==> config.mk <==
export PLATFORM = sky130hd
export DESIGN_NAME = ac_output_sequencer_control
export DESIGN_NICKNAME = d
export VERILOG_FILES = /design/src/design/seq_pkg.sv /design/src/design/ac_output_sequencer_control.sv
export SDC_FILE = /design/constraint.sdc
export NUM_CORES = 2
export LEC_CHECK = 0
export BUFFER_PORTS_ARGS = -buffer_cell sky130_fd_sc_hd__buf_4
export CAP_MARGIN = 20
export CORE_MARGIN = 3
export CORE_UTILIZATION = 29
export CTS_CLUSTER_SIZE = 40
export DETAILED_ROUTE_END_ITERATION = 10
export PLACE_DENSITY_LB_ADDON = 0.3
export SLEW_MARGIN = 5
export SYNTH_ARGS = -nofsm -noshare
export SYNTH_HDL_FRONTEND = slang
export SYNTH_SLANG_ARGS = --single-unit
==> constraint.sdc <==
create_clock -name clk -period 42.6 [get_ports clk]
set_clock_uncertainty 0.05 [all_clocks]
set_input_delay 2.13 -clock clk [delete_from_list [all_inputs] [get_ports clk]]
set_output_delay 2.13 -clock clk [all_outputs]
set_load 0.005 [all_outputs]
==> src/design/seq_pkg.sv <==
// Constants, register map and types of the AC output sequencer control block
package seq_pkg;
  // Timing: the sequencer counts durations in ticks of one microsecond
  localparam int CLK_NS = 5;
  localparam int TICK_NS = 1000;
  localparam int TICK_CYC = (TICK_NS + CLK_NS - 1) / CLK_NS;
  localparam logic [7:0] TICK_LAST = 8'(TICK_CYC - 1);

  // Widths and depths
  localparam int AW = 8;
  localparam int DW = 32;
  localparam int VW = 16;
  localparam int NENT = 8;
  localparam int IW = 3;
  localparam int NCELL = 4;
  localparam int CW = 2;
  localparam int NDEF = 11;
  localparam int DEFW = NDEF * VW;

  // Register offsets (byte addresses, one word each)
  localparam logic [AW-1:0] OFS_CTRL = 8'h00;
  localparam logic [AW-1:0] OFS_CMD = 8'h04;
  localparam logic [AW-1:0] OFS_STATUS = 8'h08;
  localparam logic [AW-1:0] OFS_BASE_AC = 8'h0c;
  localparam logic [AW-1:0] OFS_BASE_DC = 8'h10;
  localparam logic [AW-1:0] OFS_BASE_FREQ = 8'h14;
  localparam logic [AW-1:0] OFS_DEF0 = 8'h18;
  localparam logic [AW-1:0] OFS_DELAY = 8'h44;
  localparam logic [AW-1:0] OFS_LIST_SEL = 8'h48;
  localparam logic [AW-1:0] OFS_LIST0 = 8'h4c;
  localparam logic [AW-1:0] OFS_LIST_LEN = 8'h68;
  localparam logic [AW-1:0] OFS_OUT_AC = 8'h6c;

  // Definition word slots at OFS_DEF0 + 4*slot
  localparam int DEF_TRIG_AC = 0;
  localparam int DEF_SLEW_AC = 3;
  localparam int DEF_START_PH = 6;
  localparam int DEF_END_PH = 7;
  localparam int DEF_ACT = 8;
  localparam int DEF_INACT = 9;
  localparam int DEF_COUNT = 10;
  // List entry word slots at OFS_LIST0 + 4*slot
  localparam int LST_AC = 0;
  localparam int LST_SLEW = 3;
  localparam int LST_START = 4;
  localparam int LST_END = 5;
  localparam int LST_DUR = 6;
  localparam int NLST = 7;

  // CTRL fields
  localparam int CTRL_CONT = 0;
  localparam int CTRL_MODE = 1;
  localparam int CTRL_SRC = 3;
  localparam int CTRL_TOUT = 5;
  localparam int CTRL_END = 7;
  localparam int CTRL_LSTEP = 8;
  localparam int CTRL_W = 9;
  localparam logic [CTRL_W-1:0] CTRL_RST = 9'h000;
  // CMD bits (write only, self clearing)
  localparam int CMD_INIT = 0;
  localparam int CMD_ABORT = 1;
  localparam int CMD_RESET = 2;
  localparam int CMD_RECALL = 3;
  localparam int CMD_TRIG = 4;
  localparam int CMD_TRIG_IMM = 5;
  localparam int CMD_SAVE = 6;
  localparam int CMD_RESTORE = 7;
  localparam int CMD_CELL = 8;

  typedef enum logic [1:0] {MODE_IMM, MODE_STEP, MODE_PULSE, MODE_LIST} seq_mode_t;
  typedef enum logic [1:0] {SRC_EXT, SRC_PANEL, SRC_BUS, SRC_NONE} trig_src_t;
  typedef enum logic [1:0] {TOUT_OFF, TOUT_TRIG, TOUT_FREQUENCY_STROBE_OUT_MODE, TOUT_RSVD} trig_out_mode_t;
  typedef enum logic [3:0] {
    ST_IDLE, ST_INIT, ST_DELAY, ST_START, ST_PHWAIT, ST_ACT, ST_ENDPH, ST_INACT,
    ST_LWAIT, ST_DONE
  } seq_state_t;
endpackage : seq_pkg

==> src/design/ac_output_sequencer_control.sv <==
// AC output sequencer control: states, trigger handling, modes and register port
// Summary of operation
// - After reset the sequencer sits in idle.
// - Idle ignores every trigger from any source.
// - Abort, device reset or recall command forces idle from any state.
// - Host initiate moves idle to initiated; only initiated accepts a starting trigger.
// - With continuous set, completion returns straight to initiated.
// - Abort with continuous set still ends in idle.
// - Abort halts any running sequence at once.
// - Triggers come from external rising edge, front panel or bus command.
// - Only the selected trigger source or an immediate trigger command starts a sequence.
// - Active-high trigger output with modes off, trigger, frequency strobe.
// - Accepted trigger waits out the programmed delay before execution.
// - Immediate trigger command skips the delay.
// - Immediate mode applies a newly written base value at once.
// - Step mode moves to triggered values at start phase with slew, then holds.
// - Pulse active period drives triggered values for active duration from start phase.
// - Pulse ends at end phase then reverts to base for inactive duration.
// - Pulse active period repeats exactly the programmed count.
// - Pulse and list changes follow programmed slew rates.
// - List entries apply own levels, slew, phases and duration in order.
// - List runs programmed repetitions, continuously or one entry per trigger.
// - Completion applies the programmed end behaviour to the output in every mode but immediate.
// - Definitions can be saved into and restored from numbered memory cells.
`timescale 1ns/10ps
module ac_output_sequencer_control
  import seq_pkg::*;
(
  input wire logic clk, // 200 MHz clock
  input wire logic rst, // Synchronous reset, active high
  input wire logic [AW-1:0] addr, // Register address
  input wire logic [DW-1:0] wdata, // Register write data
  input wire logic wr, // Write strobe
  input wire logic rd, // Read strobe
  output logic [DW-1:0] rdata, // Read data, cycle after rd
  input wire logic extTrig, // External trigger input
  input wire logic panelTrig, // Front-panel trigger pulse
  input wire logic [VW-1:0] phaseNow, // Present waveform phase
  output logic [VW-1:0] acLevel, // Output AC level
  output logic [VW-1:0] dcOffset, // Output DC offset
  output logic [VW-1:0] outFreq, // Output frequency
  output logic trigOut // Trigger output, active high
);
  seq_state_t state;
  logic [CTRL_W-1:0] ctrlReg;
  logic [VW-1:0] baseV [3];
  logic [VW-1:0] defV [NDEF];
  logic [VW-1:0] delayReg;
  logic [VW-1:0] listV [NENT][NLST];
  logic [IW-1:0] listSel;
  logic [IW:0] listLen;
  logic [DEFW-1:0] cells [NCELL];
  logic [VW-1:0] tgt [3];
  logic [VW-1:0] slewCur [3];
  logic [VW-1:0] outV [3];
  logic [VW-1:0] timer;
  logic [VW-1:0] repLeft;
  logic [IW-1:0] idx;
  logic [7:0] tickCnt;
  logic tick, extPrev, snapReq, startEv;
  logic [VW-1:0] freqPrev;

  // Field and command decode
  wire contFlag = ctrlReg[CTRL_CONT];
  wire seq_mode_t modeSel = seq_mode_t'(ctrlReg[CTRL_MODE +: 2]);
  wire trig_src_t srcSel = trig_src_t'(ctrlReg[CTRL_SRC +: 2]);
  wire trig_out_mode_t toutSel = trig_out_mode_t'(ctrlReg[CTRL_TOUT +: 2]);
  wire endBase = ctrlReg[CTRL_END];
  wire listStep = ctrlReg[CTRL_LSTEP];
  wire cmdWr = wr && (addr == OFS_CMD);
  wire cmdInit = cmdWr && wdata[CMD_INIT];
  wire cmdAbort = cmdWr && wdata[CMD_ABORT];
  wire goIdle = cmdWr && (wdata[CMD_ABORT] || wdata[CMD_RESET] || wdata[CMD_RECALL]);
  wire immHit = cmdWr && wdata[CMD_TRIG_IMM];
  wire [CW-1:0] cellSel = wdata[CMD_CELL +: CW];
  wire isIdle = (state == ST_IDLE);
  wire armed = (state == ST_INIT) || (state == ST_LWAIT);
  wire extEdge = extTrig && !extPrev;

  // Only the selected source counts as a trigger
  logic trigHit;
  always_comb begin
    case (srcSel)
      SRC_EXT: trigHit = extEdge;
      SRC_PANEL: trigHit = panelTrig;
      SRC_BUS: trigHit = cmdWr && wdata[CMD_TRIG];
      default: trigHit = 1'b0;
    endcase
  end

  // Phase target depends on mode and list entry
  wire [VW-1:0] startPh = (modeSel == MODE_LIST) ? listV[idx][LST_START] : defV[DEF_START_PH];
  wire [VW-1:0] endPh = (modeSel == MODE_LIST) ? listV[idx][LST_END] : defV[DEF_END_PH];

  // Microsecond tick divider
  always_ff @(posedge clk) begin
    if (rst) begin
      tickCnt <= 8'h00;
      tick <= 1'b0;
    end else begin
      tick <= (tickCnt == TICK_LAST);
      tickCnt <= (tickCnt == TICK_LAST) ? 8'h00 : tickCnt + 8'h01;
    end
  end

  // External trigger edge memory
  always_ff @(posedge clk) begin
    if (rst) extPrev <= 1'b0;
    else extPrev <= extTrig;
  end

  // Configuration: definitions only change while idle, so a running sequence stays coherent
  always_ff @(posedge clk) begin
    if (rst) begin
      ctrlReg <= CTRL_RST;
      delayReg <= 16'h0000;
      listSel <= '0;
      listLen <= 4'h1;
      for (int i = 0; i < 3; i++) baseV[i] <= 16'h0000;
      for (int i = 0; i < NDEF; i++) defV[i] <= 16'h0000;
    end else if (wr) begin
      if (addr == OFS_CTRL) ctrlReg <= wdata[CTRL_W-1:0];
      for (int i = 0; i < 3; i++)
        if (addr == OFS_BASE_AC + 8'(4 * i)) baseV[i] <= wdata[VW-1:0];
      if (isIdle) begin
        if (addr == OFS_DELAY) delayReg <= wdata[VW-1:0];
        if (addr == OFS_LIST_SEL) listSel <= wdata[IW-1:0];
        if (addr == OFS_LIST_LEN && wdata[IW:0] != 4'h0 && wdata[IW:0] <= 4'(NENT))
          listLen <= wdata[IW:0];
        for (int i = 0; i < NDEF; i++)
          if (addr == OFS_DEF0 + 8'(4 * i)) defV[i] <= wdata[VW-1:0];
        if (cmdWr && wdata[CMD_RESTORE])
          for (int i = 0; i < NDEF; i++) defV[i] <= cells[cellSel][i * VW +: VW];
      end
    end
  end

  // List table and memory cells are plain arrays with no reset
  always_ff @(posedge clk) begin
    if (wr && isIdle)
      for (int i = 0; i < NLST; i++)
        if (addr == OFS_LIST0 + 8'(4 * i)) listV[listSel][i] <= wdata[VW-1:0];
    if (cmdWr && wdata[CMD_SAVE])
      for (int i = 0; i < NDEF; i++) cells[cellSel][i * VW +: VW] <= defV[i];
  end

  // Sequencer state machine
  always_ff @(posedge clk) begin
    if (rst) begin
      state <= ST_IDLE;
      timer <= 16'h0000;
      repLeft <= 16'h0000;
      idx <= '0;
      snapReq <= 1'b0;
      startEv <= 1'b0;
      for (int i = 0; i < 3; i++) begin
        tgt[i] <= 16'h0000;
        slewCur[i] <= 16'h0000;
      end
    end else begin
      snapReq <= 1'b0;
      startEv <= 1'b0;
      // Immediate mode writes go straight to the output, bypassing slew
      if (modeSel == MODE_IMM)
        for (int i = 0; i < 3; i++)
          if (wr && addr == OFS_BASE_AC + 8'(4 * i)) begin
            tgt[i] <= wdata[VW-1:0];
            snapReq <= 1'b1;
          end
      if (goIdle) begin
        state <= ST_IDLE;
      end else begin
        case (state)
          ST_IDLE: if (cmdInit) state <= ST_INIT;
          ST_INIT: begin
            if (immHit) state <= ST_START;
            else if (trigHit) begin
              timer <= delayReg;
              state <= (delayReg == 16'h0000) ? ST_START : ST_DELAY;
            end
          end
          ST_DELAY: begin
            if (immHit || timer == 16'h0000) state <= ST_START;
            else if (tick) timer <= timer - 16'h0001;
          end
          ST_START: begin
            startEv <= 1'b1;
            idx <= '0;
            repLeft <= defV[DEF_COUNT];
            if (modeSel == MODE_IMM) state <= ST_DONE;
            else if (modeSel != MODE_STEP && defV[DEF_COUNT] == 16'h0000) state <= ST_DONE;
            else state <= ST_PHWAIT;
          end
          ST_PHWAIT: begin
            if (phaseNow == startPh) begin
              if (modeSel == MODE_LIST) begin
                for (int i = 0; i < 3; i++) begin
                  tgt[i] <= listV[idx][LST_AC + i];
                  slewCur[i] <= listV[idx][LST_SLEW];
                end
                timer <= listV[idx][LST_DUR];
              end else begin
                for (int i = 0; i < 3; i++) begin
                  tgt[i] <= defV[DEF_TRIG_AC + i];
                  slewCur[i] <= defV[DEF_SLEW_AC + i];
                end
                timer <= defV[DEF_ACT];
              end
              state <= (modeSel == MODE_STEP) ? ST_DONE : ST_ACT;
            end
          end
          ST_ACT: begin
            if (timer == 16'h0000) state <= ST_ENDPH;
            else if (tick) timer <= timer - 16'h0001;
          end
          ST_ENDPH: begin
            if (phaseNow == endPh) begin
              if (modeSel == MODE_PULSE) begin
                for (int i = 0; i < 3; i++) tgt[i] <= baseV[i];
                timer <= defV[DEF_INACT];
                state <= ST_INACT;
              end else if ({1'b0, idx} == listLen - 4'h1) begin
                idx <= '0;
                repLeft <= repLeft - 16'h0001;
                if (repLeft == 16'h0001) state <= ST_DONE;
                else state <= listStep ? ST_LWAIT : ST_PHWAIT;
              end else begin
                idx <= idx + 1'b1;
                state <= listStep ? ST_LWAIT : ST_PHWAIT;
              end
            end
          end
          ST_INACT: begin
            if (timer == 16'h0000) begin
              repLeft <= repLeft - 16'h0001;
              state <= (repLeft == 16'h0001) ? ST_DONE : ST_PHWAIT;
            end else if (tick) timer <= timer - 16'h0001;
          end
          ST_LWAIT: if (trigHit || immHit) state <= ST_PHWAIT;
          ST_DONE: begin
            if (endBase && modeSel != MODE_IMM)
              for (int i = 0; i < 3; i++) tgt[i] <= baseV[i];
            state <= contFlag ? ST_INIT : ST_IDLE;
          end
          default: state <= ST_IDLE;
        endcase
      end
    end
  end

  // Slew engines, one per output quantity; a zero rate means jump in one tick
  for (genvar ch = 0; ch < 3; ch++) begin : g_slew
    always_ff @(posedge clk) begin
      if (rst) outV[ch] <= 16'h0000;
      else if (snapReq) outV[ch] <= tgt[ch];
      else if (tick && outV[ch] != tgt[ch]) begin
        if (slewCur[ch] == 16'h0000) outV[ch] <= tgt[ch];
        else if (outV[ch] < tgt[ch])
          outV[ch] <= (tgt[ch] - outV[ch] > slewCur[ch]) ? outV[ch] + slewCur[ch] : tgt[ch];
        else
          outV[ch] <= (outV[ch] - tgt[ch] > slewCur[ch]) ? outV[ch] - slewCur[ch] : tgt[ch];
      end
    end
  end
  assign acLevel = outV[0];
  assign dcOffset = outV[1];
  assign outFreq = outV[2];

  // Trigger output: start pulse, or a strobe whenever the output frequency moves
  always_ff @(posedge clk) begin
    if (rst) begin
      trigOut <= 1'b0;
      freqPrev <= 16'h0000;
    end else begin
      freqPrev <= outV[2];
      case (toutSel)
        TOUT_TRIG: trigOut <= startEv;
        TOUT_FREQUENCY_STROBE_OUT_MODE: trigOut <= (outV[2] != freqPrev);
        default: trigOut <= 1'b0;
      endcase
    end
  end

  // Read port; unmapped addresses read zero
  always_ff @(posedge clk) begin
    if (rst) rdata <= 32'h0000_0000;
    else if (rd) begin
      rdata <= 32'h0000_0000;
      if (addr == OFS_CTRL) rdata <= {23'h000000, ctrlReg};
      if (addr == OFS_STATUS) rdata <= {repLeft, 9'h000, idx, 4'(state)};
      if (addr == OFS_DELAY) rdata <= {16'h0000, delayReg};
      if (addr == OFS_LIST_SEL) rdata <= {29'h00000000, listSel};
      if (addr == OFS_LIST_LEN) rdata <= {28'h0000000, listLen};
      for (int i = 0; i < 3; i++) begin
        if (addr == OFS_BASE_AC + 8'(4 * i)) rdata <= {16'h0000, baseV[i]};
        if (addr == OFS_OUT_AC + 8'(4 * i)) rdata <= {16'h0000, outV[i]};
      end
      for (int i = 0; i < NDEF; i++)
        if (addr == OFS_DEF0 + 8'(4 * i)) rdata <= {16'h0000, defV[i]};
      for (int i = 0; i < NLST; i++)
        if (addr == OFS_LIST0 + 8'(4 * i)) rdata <= {16'h0000, listV[listSel][i]};
    end
  end

  // Checks on the state machine
  AST_RESET_IDLE: assert property (@(posedge clk) rst |=> state == ST_IDLE)
    else $error("not idle after reset");
  AST_IDLE_IGNORES: assert property (@(posedge clk) disable iff (rst)
    (isIdle && !cmdInit) |=> isIdle) else $error("left idle without initiate");
  AST_FORCE_IDLE: assert property (@(posedge clk) disable iff (rst)
    goIdle |=> isIdle ##1 (isIdle || state == ST_INIT)) else $error("abort did not idle");
  AST_START_FROM_ARMED: assert property (@(posedge clk) disable iff (rst)
    (state == ST_START) |-> ($past(state) == ST_INIT || $past(state) == ST_DELAY))
    else $error("start without initiated state");
  AST_CONT_REARM: assert property (@(posedge clk) disable iff (rst)
    (state == ST_DONE && contFlag && !goIdle) |=> state == ST_INIT)
    else $error("continuous did not rearm");
  AST_ABORT_CONT: assert property (@(posedge clk) disable iff (rst)
    (cmdAbort && contFlag) |=> (state == ST_IDLE) && !armed)
    else $error("abort with continuous not idle");
  AST_SOURCE_ONLY: assert property (@(posedge clk) disable iff (rst)
    (state == ST_INIT && !trigHit && !immHit && !goIdle) |=> state == ST_INIT)
    else $error("unselected source started sequence");
  AST_DELAY: assert property (@(posedge clk) disable iff (rst)
    (state == ST_INIT && trigHit && !immHit && !goIdle && delayReg != 16'h0000)
    |=> state == ST_DELAY) else $error("delay skipped");
  AST_IMM_TRIG: assert property (@(posedge clk) disable iff (rst)
    (armed && immHit && !goIdle) |=> (state == ST_START || state == ST_PHWAIT))
    else $error("immediate trigger delayed");
  AST_IMM_BASE: assert property (@(posedge clk) disable iff (rst)
    (modeSel == MODE_IMM && wr && addr == OFS_BASE_AC) |-> ##2 acLevel == $past(wdata[VW-1:0], 2))
    else $error("immediate base not applied");
  AST_DONE_IDLE: assert property (@(posedge clk) disable iff (rst)
    (state == ST_DONE && !contFlag && !goIdle) |=> isIdle) else $error("no idle on completion");
  // Panel and external events must not start a bus-sourced sequence
  AST_UNSELECTED_IGNORED: assert property (@(posedge clk) disable iff (rst)
    (state == ST_INIT && srcSel == SRC_BUS && !cmdWr) |=> state == ST_INIT)
    else $error("trigger from unselected source accepted");
  AST_TRIG_OUT: assert property (@(posedge clk) disable iff (rst)
    (state == ST_START && !goIdle && toutSel == TOUT_TRIG) ##1 (toutSel == TOUT_TRIG)
    |=> trigOut) else $error("no trigger output pulse at start");
  COV_PULSE: cover property (@(posedge clk) disable iff (rst)
    (modeSel == MODE_PULSE && state == ST_INACT) ##[1:1000] state == ST_DONE);
  COV_LIST_STEP: cover property (@(posedge clk) disable iff (rst) state == ST_LWAIT);
  COV_STEP_DONE: cover property (@(posedge clk) disable iff (rst)
    (modeSel == MODE_STEP && state == ST_PHWAIT) ##1 state == ST_DONE);
endmodule : ac_output_sequencer_control

==> results.env <==
MAXCLOCKFREQUENCY_MHz=139
TIMING.SLEW.HEADROOM=0.165
POSTSYNTHAREAPERCELL_UM2=15.1
ROUTE.VIAS.TOTAL=67300
WORST_PATH_LARGEST_CELL_DELAY_NS=0.88
GRT_START_MAX_NET_PINS=139
SW_FRAC=0.247
MIN_PATH_TYPE='reg -> reg'
NUMBER_OF_FLOPS_MAPPED_TO_ENABLE_CELLS_BY_YOSYS=1968
SYNTH_FF_TYPE='edfxtp_1'
NUMBER_OF_GLOBAL_ROUTE_VIAS_BEFORE_REPAIR=64900
VDD_IR_DROP_MAX_mV=0.0345
IO_PINS=143
SEQUENTIALPOWERSHARE=0.497
NETLIST_INSTANCES=6753
CLOCKPOWERSHARE=0.417
CRITICALPATHCATEGORY='reg -> reg'
SYNTH.FF_LATCH_COUNT=2106
FIN_HOLD_WS_NS=0.412
SEQ_AREA_FRAC_SYNTH=0.605
P_INT_uW=3540
CRITPATHMOSTFREQUENTCELL='o21ai_0'
DETAILEDROUTE.FIRSTITERATIONVIOLATIONS=8887
POST_CTS_BUFFERS=0
INSERTION_DELAY_NS=0.92
POSTCTSHOLDBUFS=0
CTS.SINKS=2106
DIE_H_UM=600
CRITPATHREQUIREDTIME_NS=43.18
FINALMAXSLEWVIOLATIONS=0
SYNTH.YOSYS.WARNINGS=0
LAYOUT-DRIVE-GT1-SHARE=0.204
CTS.ROOT.BUFFER_CELL='clkbuf_16'
SYNTH_CELL_TYPES=95
CRIT_PATH_TOP_DELAY_CELL='nor2_1'
CRITICAL_PATH.ENDPOINT_TYPE='flip-flop'
FINAL_MIN_PERIOD_OVER_CLOCK_PERIOD=0.169
ASYNC_RESET_FF_FRAC=0
PLACE.DETAILED.HPWL_UM=266000
NUMBER_OF_BUFFERS_ON_THE_LONGEST_CLOCK_PATH=4
DRT.ANTENNA.VIOLATING_NETS=0
NET_COUNT_AFTER_SYNTHESIS=7111
MAX_CAP_VIOL_COUNT=0
SETUP_VIOL=0
SETUP.WORST_PATH.START_CLASS='flip-flop'
DRT_WL_TOTAL_UM=384000
FINALSETUPTNS_NS=0
AREA_OF_THE_DIE_UM2=360000
COMMONEST_NON_FILL_NON_TAP_CELLS_IN_THE_LAYOUT='edfxtp_1 (1968), mux4_2 (598), buf_4 (353)'
NUMCTSBUFFERS=227
FINAL_CRITICAL_PATH_SETUP_SLACK_NS=35.40
CHIPWIDTH_UM=600
GRTUSAGETOTAL=0.208
PORT-BUFFER-COUNT=126
POST-ROUTE-DRC-COUNT=0
TIMING.CRITICAL_PATH.ARRIVAL_NS=7.78
MAPPEDNETLISTAREA_UM2=102000
ROUTED_VIA_DENSITY=5.75
GRT_OVERFLOW_TOTAL=0
POWER_PER_CELL_AREA_nW_PER_UM2=40.3
PATH_MAX_FANOUT=14
LAYOUT_MIN_CYCLE_TIME_NS=7.20
TRITONCTS_CLOCK_TREE='done'
GRT_SETUP_UNREPAIRED='false'
CLK_PIN_SLEW_NS=0.06
POWER_SWITCHING_uW=1160
FLOW.AREA_GROWTH_FROM_SYNTHESIS_PCT=14.0
WORSTMARGINPINSLEW_NS=1.22
INITIAL_CORE_UTIL=0.292
RUN_STATUS='finished clean'
DRTPASS1ITERATIONS=9
GP_WEIGHTED_CONGESTION=0.963
INITIAL_ANTENNA_VIOLATION_COUNT=39
GRT_PASS1_WL_UM=528000
ROUTE.DETAILED.WL_PER_INST_UM=32.8
TIMING_HOLD_VIOLATIONS_FINAL=0
P_TOTAL_uW=4700
CTSHTREEMAXLEVEL=4
NUM-NETS-FINAL=7279
FLOORPLAN.ROWS=217
CTS.REPAIR.RESIZED=0
DETAILEDPLACE.WORSTSLACK_NS=35.45
CP_CELL_SEQUENCE='inv_1 > ha_1 > nor2b_1 > o21ai_0 > a21boi_0 > o21ai_0 > a21boi_0 > o21ai_0 > o21ai_0 > mux2i_1 > a2111oi_0 > ha_1 > nand4_1 > nor3_1 > o21ai_0 > a21oi_1 > o31ai_1 > nor2_1 > a221oi_1 > o21ai_0'
CORE_AREA_UM2=350000
POWER.COMBINATIONAL.FRACTION=0.086
POWER_LEAKAGE_uW=0.0387
FINAL_COMMON_CELL='edfxtp_1'
cells in the mapped netlist, types with 20 or more instances:
cell	n	area share
a211oi_1	36	0.0026
a21o_1	97	0.0071
a21oi_1	291	0.014
a221o_1	40	0.0039
a221oi_1	43	0.0037
a222oi_1	22	0.0022
a22o_1	196	0.017
a22oi_1	61	0.0045
a31oi_1	25	0.0015
and2_1	25	0.0015
and3_1	26	0.0016
buf_1	53	0.0019
buf_2	24	0.0012
clkbuf_1	332	0.012
dfxtp_1	138	0.027
edfxtp_1	1968	0.58
ha_1	284	0.035
inv_1	247	0.0091
mux2_2	41	0.0045
mux2i_1	243	0.024
mux4_2	598	0.13
nand2_1	300	0.011
nand2b_1	41	0.0025
nand3_1	81	0.0040
nand4_1	53	0.0032
nor2_1	356	0.013
nor2b_1	54	0.0033
nor3_1	81	0.0040
nor4_1	51	0.0031
o211ai_1	71	0.0052
o21ai_0	192	0.0094
o21bai_1	30	0.0022
o221a_1	29	0.0032
o221a_2	26	0.0029
o221ai_1	40	0.0034
o22ai_1	84	0.0051
o31ai_1	20	0.0015
or3_1	36	0.0022
xnor2_1	84	0.0072
xor2_1	63	0.0054
critical path: cells and delay by family (launching register included):
| family | cells | cell delay [ns] |
|---|---|---|
| AO/OA/AOI/OAI | 12 | 3.37 |
| adder cells (fa/ha/maj) | 2 | 0.67 |
| buffers and inverters | 1 | 0.31 |
| flip-flops | 1 | 0.82 |
| multiplexers | 1 | 0.17 |
| AND/OR/NAND/NOR | 4 | 1.55 |
final timing paths:
| check | startpoint | endpoint | slack [ns] | cells past startpoint |
|---|---|---|---|---|
| setup / recovery | outV[1][1] | outV[1][10] | 35.40 | 20 |
| hold reg to reg | tickCnt[0] | tickCnt[0] | 0.41 | 1 |
| setup reg to reg | outV[1][1] | outV[1][10] | 35.40 | 20 |
| hold / removal | tickCnt[0] | tickCnt[0] | 0.41 | 1 |
routing by layer:
metal,global-route usage,part of all wire,wire length (um),vias up
met1,0.282,0.40,155000,35200
met2,0.320,0.45,172000,3674
met5,0,0.000089,34,-
met4,0.0851,0.048,18600,6
met3,0.0463,0.098,37600,734
li1,-,-,-,27700
state kept, by name, summed over array words and instances (netlist names), 3 cells and up, named ones only:
signal,flops
repLeft,16
timer,16
rdata,32
baseV,48
delayReg,16
idx,3
freqPrev,16
outV,48
state,4
slewCur,48
listLen,4
ctrlReg,9
cells,704
tgt,48
defV,176
tickCnt,8
listSel,3
listV,896
power groups by stage:
stage	combinational (uW)	clock [uW]	sequential, uW
2_1_floorplan	261	0	2340
3_3_place_gp	392	0	2380
3_5_place_dp	397	0	2380
4_1_cts	399	1990	2330
5_1_grt	439	2070	2340
6_report	406	1960	2340
stage by stage:
stage	util	area (um2)	instances
finish	0.333	117000	11700
global route	0.333	117000	11700
CTS	0.333	117000	11700
detailed placement	0.312	109000	11300
global placement	0.312	109000	11300
floorplan	-	102000	6753
cells by family after synthesis:
family	Yosys count	synth area share
DFF	2106	0.605
AOI/OAI and AO/OA	1447	0.102
and+or+nand+nor	1202	0.0575
muxes	882	0.160
buffers and inverters	673	0.0263
adders and majority gates	296	0.0371
xor gates and xnor gates	147	0.0126
final cells by class:
| class | instances | area [um2] |
|---|---|---|
| repair buffers | 363 | 2830 |
| flip-flops and latches | 2106 | 61900 |
| fillers | 33800 | 234000 |
| well taps | 4599 | 5750 |
| multi-input cells | 3974 | 38000 |
| clock inverters | 122 | 1250 |
| inverters | 249 | 940 |
| diodes | 12 | 30.0 |
| clock buffers | 287 | 5970 |
(Power assumes the default switching activity.)
